File: src/inc/pcft_pkg.sv
/*
 * pcft_pkg: offsets, field layout, reset values and carrier types
 * for the configuration-space extension block.
 * Assumes dword-aligned configuration accesses with byte enables.
 */
package pcft_pkg;
    // ----------------------------------------------------------------
    // configuration offsets
    // ----------------------------------------------------------------
    localparam logic [7:0] CAP_PTR_OFS  = 8'h34;
    localparam logic [7:0] TRDY_TO_OFS  = 8'h40;
    localparam logic [7:0] RETRY_TO_OFS = 8'h41;
    localparam logic [7:0] REL_NUM_OFS  = 8'h60;
    localparam logic [7:0] TRIM_OFS     = 8'h61;
    localparam logic [7:0] WAKE_LO_OFS  = 8'h62;
    localparam logic [7:0] WAKE_HI_OFS  = 8'h63;
    localparam logic [7:0] CAP_BASE     = 8'hDC;
    localparam logic [7:0] PM_ID_REL    = 8'h00;
    localparam logic [7:0] PM_NEXT_REL  = 8'h01;
    localparam logic [7:0] PM_CAPS_REL  = 8'h02;
    localparam logic [7:0] PM_CSR_REL   = 8'h04;
    localparam logic [7:0] PM_BSE_REL   = 8'h06;
    localparam logic [7:0] PM_DATA_REL  = 8'h07;
    // ----------------------------------------------------------------
    // reset and constant values, field layout
    // ----------------------------------------------------------------
    localparam logic [7:0]  TRDY_TO_RST  = 8'h00;
    localparam logic [7:0]  RETRY_TO_RST = 8'h00;
    localparam logic [7:0]  REL_NUM_VAL  = 8'h20;
    localparam logic [5:0]  TRIM_RST     = 6'h20;
    localparam logic [15:0] WAKE_RST     = 16'h0007;
    localparam logic [7:0]  CAPABILITY_IDENTIFIER_VAL   = 8'h01;
    localparam int          TRIM_W       = 6;
    localparam int          WD_W         = 13;
    localparam int          TRDY_LSB_W   = 5;
    localparam int          SOF_BASE_CYC = 59488;
    // ----------------------------------------------------------------
    // carriers
    // ----------------------------------------------------------------
    typedef struct packed {
        logic        sel;
        logic        wr;
        logic [7:0]  addr;
        logic [3:0]  be;
        logic [31:0] wdata;
    } pcft_cfg_req_t;
    typedef struct packed {
        logic        ack;
        logic [31:0] rdata;
    } pcft_cfg_rsp_t;
    typedef struct packed {
        logic start;
        logic trdy_wait;
        logic retry;
    } pcft_bus_mon_t;
endpackage

File: src/pcft_top.sv
/*
 * pcft_top: configuration-space extension registers, bus watchdogs
 * and microframe length control of a host controller function.
 * Assumes one configuration request at a time, synchronous inputs,
 * and a bus monitor that flags transaction start, TRDY wait, retry.
 */
// Operation
// read/write target-ready timeout byte at 40h, reset 00h, 00h disables
// target-ready limit is 13 bits: byte in upper 8, low 5 zero
// target-ready timeout counts PCI clock cycles
// TRDY held off beyond limit sets the unrecoverable error flag
// read/write retry timeout byte at 41h, reset 00h, 00h disables
// retries beyond the retry limit set the unrecoverable error flag
// release number byte at 60h reads constant 20h
// trim register at 61h: six writable bits, bits 7..6 reserved
// software writes reserved trim bits as zero
// microframe lasts 59488 plus trim counter clock periods
// trim resets to 20h, giving 59520 periods
// new trim value applies to following microframes
// 16-bit wake mask at 62h, reset 0007h, no effect on operation
// capability base plus zero reads identifier 01h
// only one capability entry carries identifier 01h
// structure layout: id +0, next +1, caps +2, csr +4, ext +6, data +7
// capability pointer at 34h reads DCh
// watchdog counters clear at each new bus transaction
`timescale 1ns/1ps
module pcft_top
    import pcft_pkg::*;
#(
    parameter int         SOF_BASE    = SOF_BASE_CYC,
    parameter int         SOF_W       = 16,
    parameter logic [7:0] PM_NEXT_VAL = 8'h00,
    parameter logic [15:0] PM_CAPS_VAL = 16'h0000
) (
    input  wire logic                    CORE_CLK,
    input  wire logic                    RESET_N,
    input  wire pcft_pkg::pcft_cfg_req_t CFG_REQ,
    input  wire pcft_pkg::pcft_bus_mon_t BUS_MON,
    input  wire logic                    UE_CLEAR,
    input  wire logic                    SOF_RUN,
    output pcft_pkg::pcft_cfg_rsp_t      CFG_RSP,
    output logic                         UE_FLAG,
    output logic                         SOF_PULSE,
    output logic [5:0]                   FRAME_TRIM,
    output logic [15:0]                  PORT_WAKE_MASK
);
    import pcft_pkg::*;

    // ----------------------------------------------------------------
    // checks
    // ----------------------------------------------------------------
    initial begin
        if (SOF_BASE < 64) $error("pcft_top: SOF_BASE too small");
        if (SOF_W < 7) $error("pcft_top: SOF_W too small");
    end

    // ----------------------------------------------------------------
    // access sequencing
    // ----------------------------------------------------------------
    typedef enum logic [0:0] {
        PCFT_IDLE = 1'b0,
        PCFT_RESP = 1'b1
    } pcft_state_t;

    pcft_state_t state;
    pcft_state_t next_state;

    logic [7:0]  target_ready_timeout;
    logic [7:0]  retry_timeout;
    logic [5:0]  frame_length_trim;
    logic [15:0] port_wake_mask;
    logic        unrecoverable_error_flag;
    logic        trdy_trip;
    logic        retry_trip;
    logic        sof;

    // ----------------------------------------------------------------
    // decode
    // ----------------------------------------------------------------
    function automatic logic byte_hit(input logic [7:0] addr,
                                      input logic [3:0] be,
                                      input logic [7:0] ofs);
        byte_hit = (addr[7:2] == ofs[7:2]) && be[ofs[1:0]];
    endfunction

    function automatic logic dw_hit(input logic [7:0] addr,
                                    input logic [7:0] ofs);
        dw_hit = (addr[7:2] == ofs[7:2]);
    endfunction

    wire take     = CFG_REQ.sel && (state == PCFT_IDLE);
    wire wr_take  = take && CFG_REQ.wr;
    wire rd_take  = take && !CFG_REQ.wr;
    wire wr_trdy  = wr_take && byte_hit(CFG_REQ.addr, CFG_REQ.be, TRDY_TO_OFS);
    wire wr_retry = wr_take && byte_hit(CFG_REQ.addr, CFG_REQ.be, RETRY_TO_OFS);
    wire wr_trim  = wr_take && byte_hit(CFG_REQ.addr, CFG_REQ.be, TRIM_OFS);
    wire wr_wk_lo = wr_take && byte_hit(CFG_REQ.addr, CFG_REQ.be, WAKE_LO_OFS);
    wire wr_wk_hi = wr_take && byte_hit(CFG_REQ.addr, CFG_REQ.be, WAKE_HI_OFS);

    wire [7:0] pm_id_ofs   = CAP_BASE + PM_ID_REL;
    wire [7:0] pm_caps_ofs = CAP_BASE + PM_CAPS_REL;
    wire [7:0] pm_csr_ofs  = CAP_BASE + PM_CSR_REL;

    // ----------------------------------------------------------------
    // read data
    // ----------------------------------------------------------------
    // capability pointer at 34h
    wire [31:0] rd_cap_ptr = {24'h00_0000, CAP_BASE};
    wire [31:0] rd_timeout = {16'h0000, retry_timeout,
                              target_ready_timeout};
    // release number, trim with reserved bits as zero, wake mask
    wire [31:0] rd_ehci    = {port_wake_mask, 2'b00,
                              frame_length_trim, REL_NUM_VAL};
    // single power management entry: id, next, capabilities
    wire [31:0] rd_pm_head = {PM_CAPS_VAL, PM_NEXT_VAL,
                              CAPABILITY_IDENTIFIER_VAL};

    wire [31:0] next_rdata =
        dw_hit(CFG_REQ.addr, CAP_PTR_OFS) ? rd_cap_ptr :
        dw_hit(CFG_REQ.addr, TRDY_TO_OFS) ? rd_timeout :
        dw_hit(CFG_REQ.addr, REL_NUM_OFS) ? rd_ehci    :
        dw_hit(CFG_REQ.addr, pm_id_ofs)   ? rd_pm_head :
        32'h0000_0000;

    // control/status and beyond are outside this block and read zero
    wire unused_csr = dw_hit(CFG_REQ.addr, pm_csr_ofs)
                    || dw_hit(CFG_REQ.addr, pm_caps_ofs);

    // ----------------------------------------------------------------
    // state machine
    // ----------------------------------------------------------------
    always_comb begin
        unique case (state)
            PCFT_IDLE: next_state = take ? PCFT_RESP : PCFT_IDLE;
            PCFT_RESP: next_state = PCFT_IDLE;
        endcase
    end

    always_ff @(posedge CORE_CLK or negedge RESET_N) begin
        if (!RESET_N) begin
            state         <= PCFT_IDLE;
            CFG_RSP       <= '0;
        end else begin
            state         <= next_state;
            CFG_RSP.ack   <= take;
            CFG_RSP.rdata <= rd_take ? next_rdata : 32'h0000_0000;
        end
    end

    // ----------------------------------------------------------------
    // writable registers
    // ----------------------------------------------------------------
    always_ff @(posedge CORE_CLK or negedge RESET_N) begin
        if (!RESET_N) begin
            target_ready_timeout <= TRDY_TO_RST;
            retry_timeout        <= RETRY_TO_RST;
            frame_length_trim    <= TRIM_RST;
            port_wake_mask       <= WAKE_RST;
        end else begin
            if (wr_trdy)
                target_ready_timeout <= CFG_REQ.wdata[7:0];
            if (wr_retry)
                retry_timeout <= CFG_REQ.wdata[15:8];
            // upper two bits dropped, software keeps them zero
            if (wr_trim)
                frame_length_trim <= CFG_REQ.wdata[13:8];
            if (wr_wk_lo)
                port_wake_mask[7:0] <= CFG_REQ.wdata[23:16];
            if (wr_wk_hi)
                port_wake_mask[15:8] <= CFG_REQ.wdata[31:24];
        end
    end

    // ----------------------------------------------------------------
    // watchdogs
    // ----------------------------------------------------------------
    wire [WD_W-1:0] trdy_limit  = {target_ready_timeout,
                                   {TRDY_LSB_W{1'b0}}};
    wire [WD_W-1:0] retry_limit = WD_W'(retry_timeout);

    // one tick per clock while TRDY is held off
    pcft_watchdog #(.W(WD_W)) u_trdy_wd (
        .clk   (CORE_CLK),
        .rst_n (RESET_N),
        .start (BUS_MON.start),
        .tick  (BUS_MON.trdy_wait),
        .limit (trdy_limit),
        .trip  (trdy_trip)
    );

    pcft_watchdog #(.W(WD_W)) u_retry_wd (
        .clk   (CORE_CLK),
        .rst_n (RESET_N),
        .start (BUS_MON.start),
        .tick  (BUS_MON.retry),
        .limit (retry_limit),
        .trip  (retry_trip)
    );

    // set wins over clear
    wire next_ue = (unrecoverable_error_flag && !UE_CLEAR)
                 || trdy_trip || retry_trip;

    always_ff @(posedge CORE_CLK or negedge RESET_N) begin
        if (!RESET_N) begin
            unrecoverable_error_flag <= 1'b0;
            UE_FLAG                  <= 1'b0;
            FRAME_TRIM               <= TRIM_RST;
            PORT_WAKE_MASK           <= WAKE_RST;
        end else begin
            unrecoverable_error_flag <= next_ue;
            UE_FLAG                  <= next_ue;
            FRAME_TRIM               <= frame_length_trim;
            PORT_WAKE_MASK           <= port_wake_mask;
        end
    end

    // ----------------------------------------------------------------
    // microframe timer
    // ----------------------------------------------------------------
    pcft_sof_timer #(.BASE(SOF_BASE), .W(SOF_W)) u_sof (
        .clk   (CORE_CLK),
        .rst_n (RESET_N),
        .run   (SOF_RUN),
        .trim  (frame_length_trim),
        .sof   (sof)
    );

    always_ff @(posedge CORE_CLK or negedge RESET_N) begin
        if (!RESET_N)
            SOF_PULSE <= 1'b0;
        else
            SOF_PULSE <= sof;
    end

    logic [SOF_W-1:0] gap;
    logic             seen_sof;
    logic [5:0]       len_trim;

    always_ff @(posedge CORE_CLK or negedge RESET_N) begin
        if (!RESET_N) begin
            gap      <= '0;
            seen_sof <= 1'b0;
            len_trim <= TRIM_RST;
        end else if (!SOF_RUN) begin
            gap      <= '0;
            seen_sof <= 1'b0;
        end else if (sof) begin
            gap      <= SOF_W'(1);
            seen_sof <= 1'b1;
            len_trim <= frame_length_trim;
        end else begin
            gap      <= gap + 1'b1;
        end
    end

    wire unused_ok = unused_csr;
endmodule

File: src/pcft_watchdog.sv
/*
 * pcft_watchdog: counts ticks within one bus transaction and
 * pulses when the count passes a programmed limit.
 * Assumes start marks each new transaction; limit zero disables.
 */
`timescale 1ns/1ps
module pcft_watchdog #(
    parameter int W = 13
) (
    input  wire logic         clk,
    input  wire logic         rst_n,
    input  wire logic         start,
    input  wire logic         tick,
    input  wire logic [W-1:0] limit,
    output logic              trip
);
    logic [W-1:0] cnt;
    logic         done;
    wire          armed     = (limit != '0) && !done;
    wire          next_trip = armed && tick && (cnt == limit);

    initial begin
        if (W < 2) $error("pcft_watchdog: W too small");
    end

    always_ff @(posedge clk or negedge rst_n) begin
        if (!rst_n) begin
            cnt  <= '0;
            done <= 1'b0;
            trip <= 1'b0;
        end else begin
            trip <= next_trip;
            if (start) begin
                cnt  <= '0;
                done <= 1'b0;
            end else if (next_trip) begin
                done <= 1'b1;
            end else if (tick && armed) begin
                cnt <= cnt + 1'b1;
            end
        end
    end
endmodule

File: src/pcft_sof_timer.sv
/*
 * pcft_sof_timer: microframe timer, one pulse per frame of
 * BASE plus trim counter clock periods.
 * Assumes run is held high while frames are generated.
 */
`timescale 1ns/1ps
module pcft_sof_timer #(
    parameter int BASE = 59488,
    parameter int W    = 16
) (
    input  wire logic       clk,
    input  wire logic       rst_n,
    input  wire logic       run,
    input  wire logic [5:0] trim,
    output logic            sof
);
    logic [W-1:0] cnt;
    logic [W-1:0] len;
    wire  [W-1:0] next_len = W'(BASE) + W'(trim);
    wire          wrap     = (cnt == len - 1'b1);

    initial begin
        if (BASE + 63 >= (1 << W)) $error("pcft_sof_timer: W too small");
    end

    always_ff @(posedge clk or negedge rst_n) begin
        if (!rst_n) begin
            cnt <= '0;
            len <= W'(BASE);
            sof <= 1'b0;
        end else begin
            sof <= run && wrap;
            if (!run || wrap) begin
                cnt <= '0;
                len <= next_len;
            end else begin
                cnt <= cnt + 1'b1;
            end
        end
    end
endmodule

File: config.mk
export PLATFORM = sky130hd
export DESIGN_NAME = pcft_top
export DESIGN_NICKNAME = d
export VERILOG_FILES = /design/src/inc/pcft_pkg.sv /design/src/pcft_top.sv /design/src/pcft_watchdog.sv /design/src/pcft_sof_timer.sv
export SDC_FILE = /design/constraint.sdc
export NUM_CORES = 1
export LEC_CHECK = 0
export BUFFER_PORTS_ARGS = -buffer_cell sky130_fd_sc_hd__buf_4
export CORE_AREA = 3 3 149 151
export CTS_CLUSTER_DIAMETER = 200
export DETAILED_ROUTE_END_ITERATION = 8
export DIE_AREA = 0 0 152 154
export SETUP_SLACK_MARGIN = 0.3
export SYNTH_ARGS = -nofsm -noshare
export SYNTH_HDL_FRONTEND = slang
export SYNTH_SLANG_ARGS = --single-unit
export TNS_END_PERCENT = 1
File: constraint.sdc
create_clock -name CORE_CLK -period 2 [get_ports CORE_CLK]
set_input_delay 0.4 -clock CORE_CLK [delete_from_list [all_inputs] [get_ports CORE_CLK]]
set_output_delay 0.4 -clock CORE_CLK [all_outputs]
set_load 0.01 [all_outputs]
==> metrics.txt, run 1 <==
Clock Latency Late Sink=420 ps; synth top area cells=dfrtp_1 (56%), mux2_2 (7.4%), xor2_1 (5.2%); unrepaired setup endpoints after global routing=true; final WL=13830 um; Worst-Margin Slew=372.4 ps; Synth async-reset ratio=100.0%; synthesized flop and latch total=149; 1st-pass router iterations=4; CTS Buffer Depth=2; commonest non-fill, non-tap cell in the layout=buf_4; Root Buffer=clkbuf_16; arrival time worst endpoint=2490 ps; clock sinks=149; dominant cell type by area after synthesis=dfrtp_1; Critical-path top delay cell=dfrtp_2; GRT Total Usage=12.31%; min Tclk post-route=2199 ps; die area=23410 sq um; power per standard cell area=815.4 nW/um^2; delay-heaviest family, CP=simple AND/OR/NAND/NOR gates; Synth Flop Type=dfrtp_1; Req. time, crit path=2300 ps; Final nets=723; initial antenna violation count=0; port bufs=107; clk_skew=9.551 ps; Crit Path Class=flop to flop; Detail Placement HPWL=10090 um; failing checks=setup timing; CP Launch Type=flop; vias per cell=4.447; DRT iter0 DRCs=150; Final period util=110.0%; Leak=0.004235 uW; CTS tree=done; Num CTS Buffers=17; Synth top area share=56.06%; Crit. End Element=flop; Final Power=7026 uW; yosys warns=0; layout cell share with drive strength beyond 1=41.45%; die height=154 um; wire per inst=14.49 um; IO Count=110; Peak VDD IR=0.3530 mV; hold violation count in the final report=0; multi-input logic area=2636 sq um; Tightest Hold Check Type=primary input to flop; most frequent cells in the layout=buf_4 (141), dfrtp_1 (139), nor2_1 (61); outcome=finished, violations left; placed cell count=917; Synth Net Count=565; Final TNS setup=-2060 ps; Layout area overhead=37.88%; largest net degree at the start of global routing=58; Final Setup Violations=22; gr ovfl total=0; sequential fraction of the synthesis area=59.84%; number of flops mapped to enable cells by yosys=0; PnR worst setup slack=-199.1 ps; DRC viols=0; Reg area=3741 sq um; Slew Viols, Final=0; num rows=53; Max Fclk=454.7 MHz; library cells used by synthesis=46; CTS clk-pin slew, worst paths=60 ps; slowest stage delay, CP=410 ps; chip width=152 um; Final Wtd Congestion=0.7415; first-pass GRT wire length=23260 um; post-synthesis cell count=507; synthesized area=6250 sq um; Routed Antenna Nets=0; relative slew slack=74.95%; mean post-synth cell area=12.33 sq um; CP cell instances=inv_2 > ha_4 > xor2_1 > nand3_1 > nor4b_4 > o2111ai_2 > nand2_2 > buf_6 > mux2_4; DR vias=4242; Final Hold Slack=150.5 ps; Fillers=2000; number of global-route vias before repair=4444; Core Area=20960 sq um; Max Cap Viol=0; initial core utilization=29.82%; Critical Path Fanout Max=5; non-filler cells, final=954; worst path bufs/invs=2; htree depth=4
## flip-flops by register name, indices dropped and copies added (netlist names), 7 cells and up
name / count
CFG_RSP: 33
PORT_WAKE_MASK: 16
port_wake_mask: 16
retry_timeout: 8
target_ready_timeout: 8
u_retry_wd.cnt: 13
u_sof.cnt: 16
u_sof.len: 7
u_trdy_wd.cnt: 13
## stage by stage
stage	util, %	worst slack, ps	area [sq um]
finish	41.12	-199.1	8617
detailed placement	36.63	-186.4	7676
global route	41.11	-287.0	8615
CTS	40.27	-140.3	8439
global placement	36.63	-178.2	7676
floorplan	-	-38.74	6256
## worst paths after layout
kind | startpoint | to | slack, ps | cells after the start
worst max-delay path | u_sof.len[0] | u_sof.len[2] | -200 | 9
worst min-delay path | UE_CLEAR | unrecoverable_error_flag | 150 | 2
worst max register to register | u_sof.len[0] | u_sof.len[2] | -200 | 9
worst min register to register | u_sof.sof | SOF_PULSE | 350 | 0
max in group asynchronous | RESET_N | PORT_WAKE_MASK[1] | 850 | 3
min in group asynchronous | RESET_N | u_sof.len[2] | 460 | 2
## logic make-up after synthesis
group                    after synthesis  share of synthesized area, %
multiplexers                          54                         9.710
AO/OA/AOI/OAI                         20                         2.362
adder cells (fa/ha/maj)                5                         1.001
AND/OR/NAND/NOR                      191                         16.42
XOR/XNOR                              61                         8.549
buffers and inverters                 27                         2.122
flip-flops                           149                         59.84
## Yosys cell counts, types with 3 or more instances
| cell type | instances |
|---|---|
| mux2i_1 | 10 |
| nand2_1 | 9 |
| nor4b_1 | 3 |
| and2_1 | 25 |
| nor4_1 | 8 |
| xnor2_1 | 24 |
| nand3_1 | 21 |
| nor2_1 | 66 |
| ha_1 | 5 |
| buf_2 | 3 |
| mux2_4 | 3 |
| nand4_1 | 14 |
| nor2b_1 | 3 |
| mux2_2 | 41 |
| inv_1 | 13 |
| a21oi_1 | 6 |
| o21a_1 | 5 |
| and4_1 | 3 |
| and3_1 | 16 |
| nor3_1 | 7 |
| nand2b_1 | 5 |
| dfrtp_1 | 140 |
| clkbuf_1 | 6 |
| dfstp_2 | 9 |
| xor2_1 | 37 |
## cell type report
type                    instances  share of cell area [%]
diodes                          1                 0.02904
clock buffers                  21                   5.227
clock inverters                11                   2.033
inverters                      13                  0.5663
multi-input cells             331                   30.59
flip-flops and latches        149                   43.42
well taps                     275                   3.993
repair buffers                153                   14.14
## repair_timing
action                                 CTS  global route
setup endpoints to repair               77            81
endpoints found under the hold margin   29             0
hold buffers                             1             0
resized for setup                       27            34
pin swaps                               25            51
setup buffers                            0             3
## worst register-to-register path, stage by stage (launching register included)
cell and delay [ps]:
dfrtp_2 410, inv_2 60, ha_4 260, xor2_1 150, nand3_1 140, nor4b_4 330
o2111ai_2 180, nand2_2 120, buf_6 140, mux2_4 300
## report_power, final
group / internal [uW] / switching, uW
Combinational: 266 / 243
Clock: 2140 / 1220
Sequential: 3100 / 66.7
Total: 5500 / 1530
## routing by layer
| layer | track usage, % | vias to the layer above | part of all wire, % |
|---|---|---|---|
| li1 | - | 2053 | - |
| met1 | 15.69 | 2081 | 44 |
| met2 | 20.07 | 85 | 50 |
| met3 | 3.209 | 23 | 3.7 |
| met4 | 4.923 | 0 | 2.3 |
| met5 | 0 | - | 0 |
Power figures use the tool's default switching activity.
==> run 2: changes to the inputs <==
--- a/config.mk
+++ b/config.mk
@@ -6,10 +6,10 @@
 export NUM_CORES = 1
 export LEC_CHECK = 0
 export BUFFER_PORTS_ARGS = -buffer_cell sky130_fd_sc_hd__buf_4
-export CORE_AREA = 3 3 149 151
+export CORE_AREA = 3 3 133 135
 export CTS_CLUSTER_DIAMETER = 200
 export DETAILED_ROUTE_END_ITERATION = 8
-export DIE_AREA = 0 0 152 154
+export DIE_AREA = 0 0 136 138
 export SETUP_SLACK_MARGIN = 0.3
 export SYNTH_ARGS = -nofsm -noshare
 export SYNTH_HDL_FRONTEND = slang
==> run 2 against run 1 <==
The flow still finishes with violations (setup timing). Clock power shrank 6.0%. Cell area down 2.4%. Combinational power down 1%. Count of clock-buffer cells in the layout fell by 3. Worst hold slack worse by 3.0 ps. Largest cell class unchanged. Highest routed layer unchanged.
==> metrics.txt, run 2 (synthesis results as in run 1) <==
most frequent cells in the layout=dfrtp_1 (139), buf_4 (137), nor2_1 (62) (was buf_4 (141), dfrtp_1 (139), nor2_1 (61)); final instance area=8407 sq um (was 8617 sq um); vias per cell=4.809 (was 4.447); Root Buffer=clkbuf_16 (unchanged); clock sinks=149 (unchanged); largest net degree at the start of global routing=49 (was 58); Largest register FFs=33 (unchanged); final WL=13470 um (was 13830 um); R2R Setup Slk=-130 ps (was -200 ps); Final Power=6809 uW (was 7026 uW); failing checks=setup timing (unchanged); PnR worst setup slack=-126.3 ps (was -199.1 ps); Leak=0.004171 uW (was 0.004235 uW); GR peak layer=met2 (unchanged); Antenna diodes=0 (was 1); power per standard cell area=810.0 nW/um^2 (was 815.4 nW/um^2); arrival time worst endpoint=2440 ps (was 2490 ps); Biggest register=CFG_RSP (unchanged); Core Area=16580 sq um (was 20960 sq um); Final nets=716 (was 723); die height=138 um (was 154 um); met2 GRT Util=23.94% (was 20.07%); die area=18770 sq um (was 23410 sq um); initial antenna violation count=0 (unchanged); 1st-pass router iterations=4 (unchanged); clk_skew=9.979 ps (was 9.551 ps); Final period util=106.3% (was 110.0%); DRT iter0 DRCs=209 (was 150); Final Setup Violations=15 (was 22); gr ovfl total=0 (unchanged); met3 Resource Use GR=4.215% (was 3.209%); htree depth=4 (unchanged); Routed Antenna Nets=0 (unchanged); relative slew slack=74.11% (was 74.95%); unrepaired setup endpoints after global routing=true (unchanged); Clock Latency Late Sink=430 ps (was 420 ps); min Tclk post-route=2126 ps (was 2199 ps); Critical Path Fanout Max=9 (was 5); Slew Viols, Final=0 (unchanged); Layout area overhead=34.51% (was 37.88%); first-pass GRT wire length=22270 um (was 23260 um); Num CTS Buffers=17 (unchanged); CP Launch Type=flop (unchanged); Final TNS setup=-793.7 ps (was -2060 ps); chip width=136 um (was 152 um); Max Cap Viol=0 (unchanged); Peak VDD IR=0.5858 mV (was 0.3530 mV); Crit. End Element=flop (unchanged); layout cell share with drive strength beyond 1=39.79% (was 41.45%); wire per inst=15.12 um (was 14.49 um); Post-CTS Repair Setup Buffers=0 (unchanged); Max Fclk=470.3 MHz (was 454.7 MHz); initial core utilization=37.69% (was 29.82%); DP Worst Slack=-230.7 ps (was -186.4 ps); DRC viols=0 (unchanged); met1 usage=19.34% (was 15.69%); CTS clk-pin slew, worst paths=60 ps (about the same); DR vias=4285 (was 4242); Req. time, crit path=2310 ps (was 2300 ps); number of global-route vias before repair=4502 (was 4444); num rows=47 (was 53); GRT Total Usage=14.95% (was 12.31%); commonest non-fill, non-tap cell in the layout=dfrtp_1 (was buf_4); hold violation count in the final report=0 (unchanged); outcome=finished, violations left (unchanged); Final Hold Slack=147.5 ps (was 150.5 ps); CTS Buffer Depth=2 (unchanged); IO Count=110 (unchanged); Final Wtd Congestion=0.8388 (was 0.7415); Crit Path Class=flop to flop (unchanged); port bufs=107 (unchanged); DP Area=7590 sq um (was 7676 sq um); Detail Placement HPWL=9822 um (was 10090 um); Worst-Margin Slew=385.7 ps (was 372.4 ps); CTS tree=done (unchanged); Tightest Hold Check Type=primary input to flop (unchanged)
run 2: cell types whose count changed in the layout (fill, tap and decap cells not counted), sizes merged:
cell,delta
bufinv,-3
diode,-1
inv,+7
clkbuf,-3
clkinvlp,+1
buf,-7
clkinv,-2
run 2: where the power goes:
group          internal (uW)  switching, uW
logic                    257            245
registers               3090           62.5
clock network           1770           1380
run 2: timing repair:
| action | 4_1_cts | 5_1_grt |
|---|---|---|
| hold buffers | 1 | 0 |
| endpoints found under the setup margin | 62 | 88 |
| resized for setup | 21 | 25 |
| pin swaps | 31 | 44 |
| hold endpoints to repair | 27 | 0 |
run 2: metal layers:
layer	up-vias	wire length, um	share of wire (%)
met5	-	0	0
met4	0	274	2.0
met3	22	653	4.8
met2	99	6632	49
met1	2123	5910	44
li1	2041	-	-
run 2: area by class of cell:
| type | count | area (sq um) |
|---|---|---|
| Timing Repair Buffer | 146 | 1164 |
| Fill cell | 1492 | 8177 |
| Clock buffer | 18 | 429.2 |
| Sequential cell | 149 | 3741 |
| Tap cell | 220 | 275.3 |
| Inverter | 13 | 48.80 |
| Clock inverter | 14 | 153.9 |
| Multi-Input combinational cell | 331 | 2595 |
run 2: worst max-delay path: stages, from the launching register on:
cell and delay [ps]:
dfrtp_1 450, nor4_2 330, a21oi_1 170, nor4b_4 330
o2111ai_2 190, nand2_4 190, mux2_2 350
run 2: stage by stage:
step                utilization [%]  std cells
floorplan                         -        507
global placement              45.77        858
detailed placement            45.77        858
CTS                           49.92        891
global route                  50.69        891
finish                        50.69        891
run 2: path summary, 6_finish.rpt:
kind                               from                        to  cells after the start
max                        u_sof.len[2]              u_sof.len[1]                      6
min in group asynchronous       RESET_N               CFG_RSP[21]                      2
max reg2reg                u_sof.len[2]              u_sof.len[1]                      6
min                            UE_CLEAR  unrecoverable_error_flag                      2
min reg2reg                   u_sof.sof                 SOF_PULSE                      0
max in group asynchronous       RESET_N      frame_length_trim[5]                      3
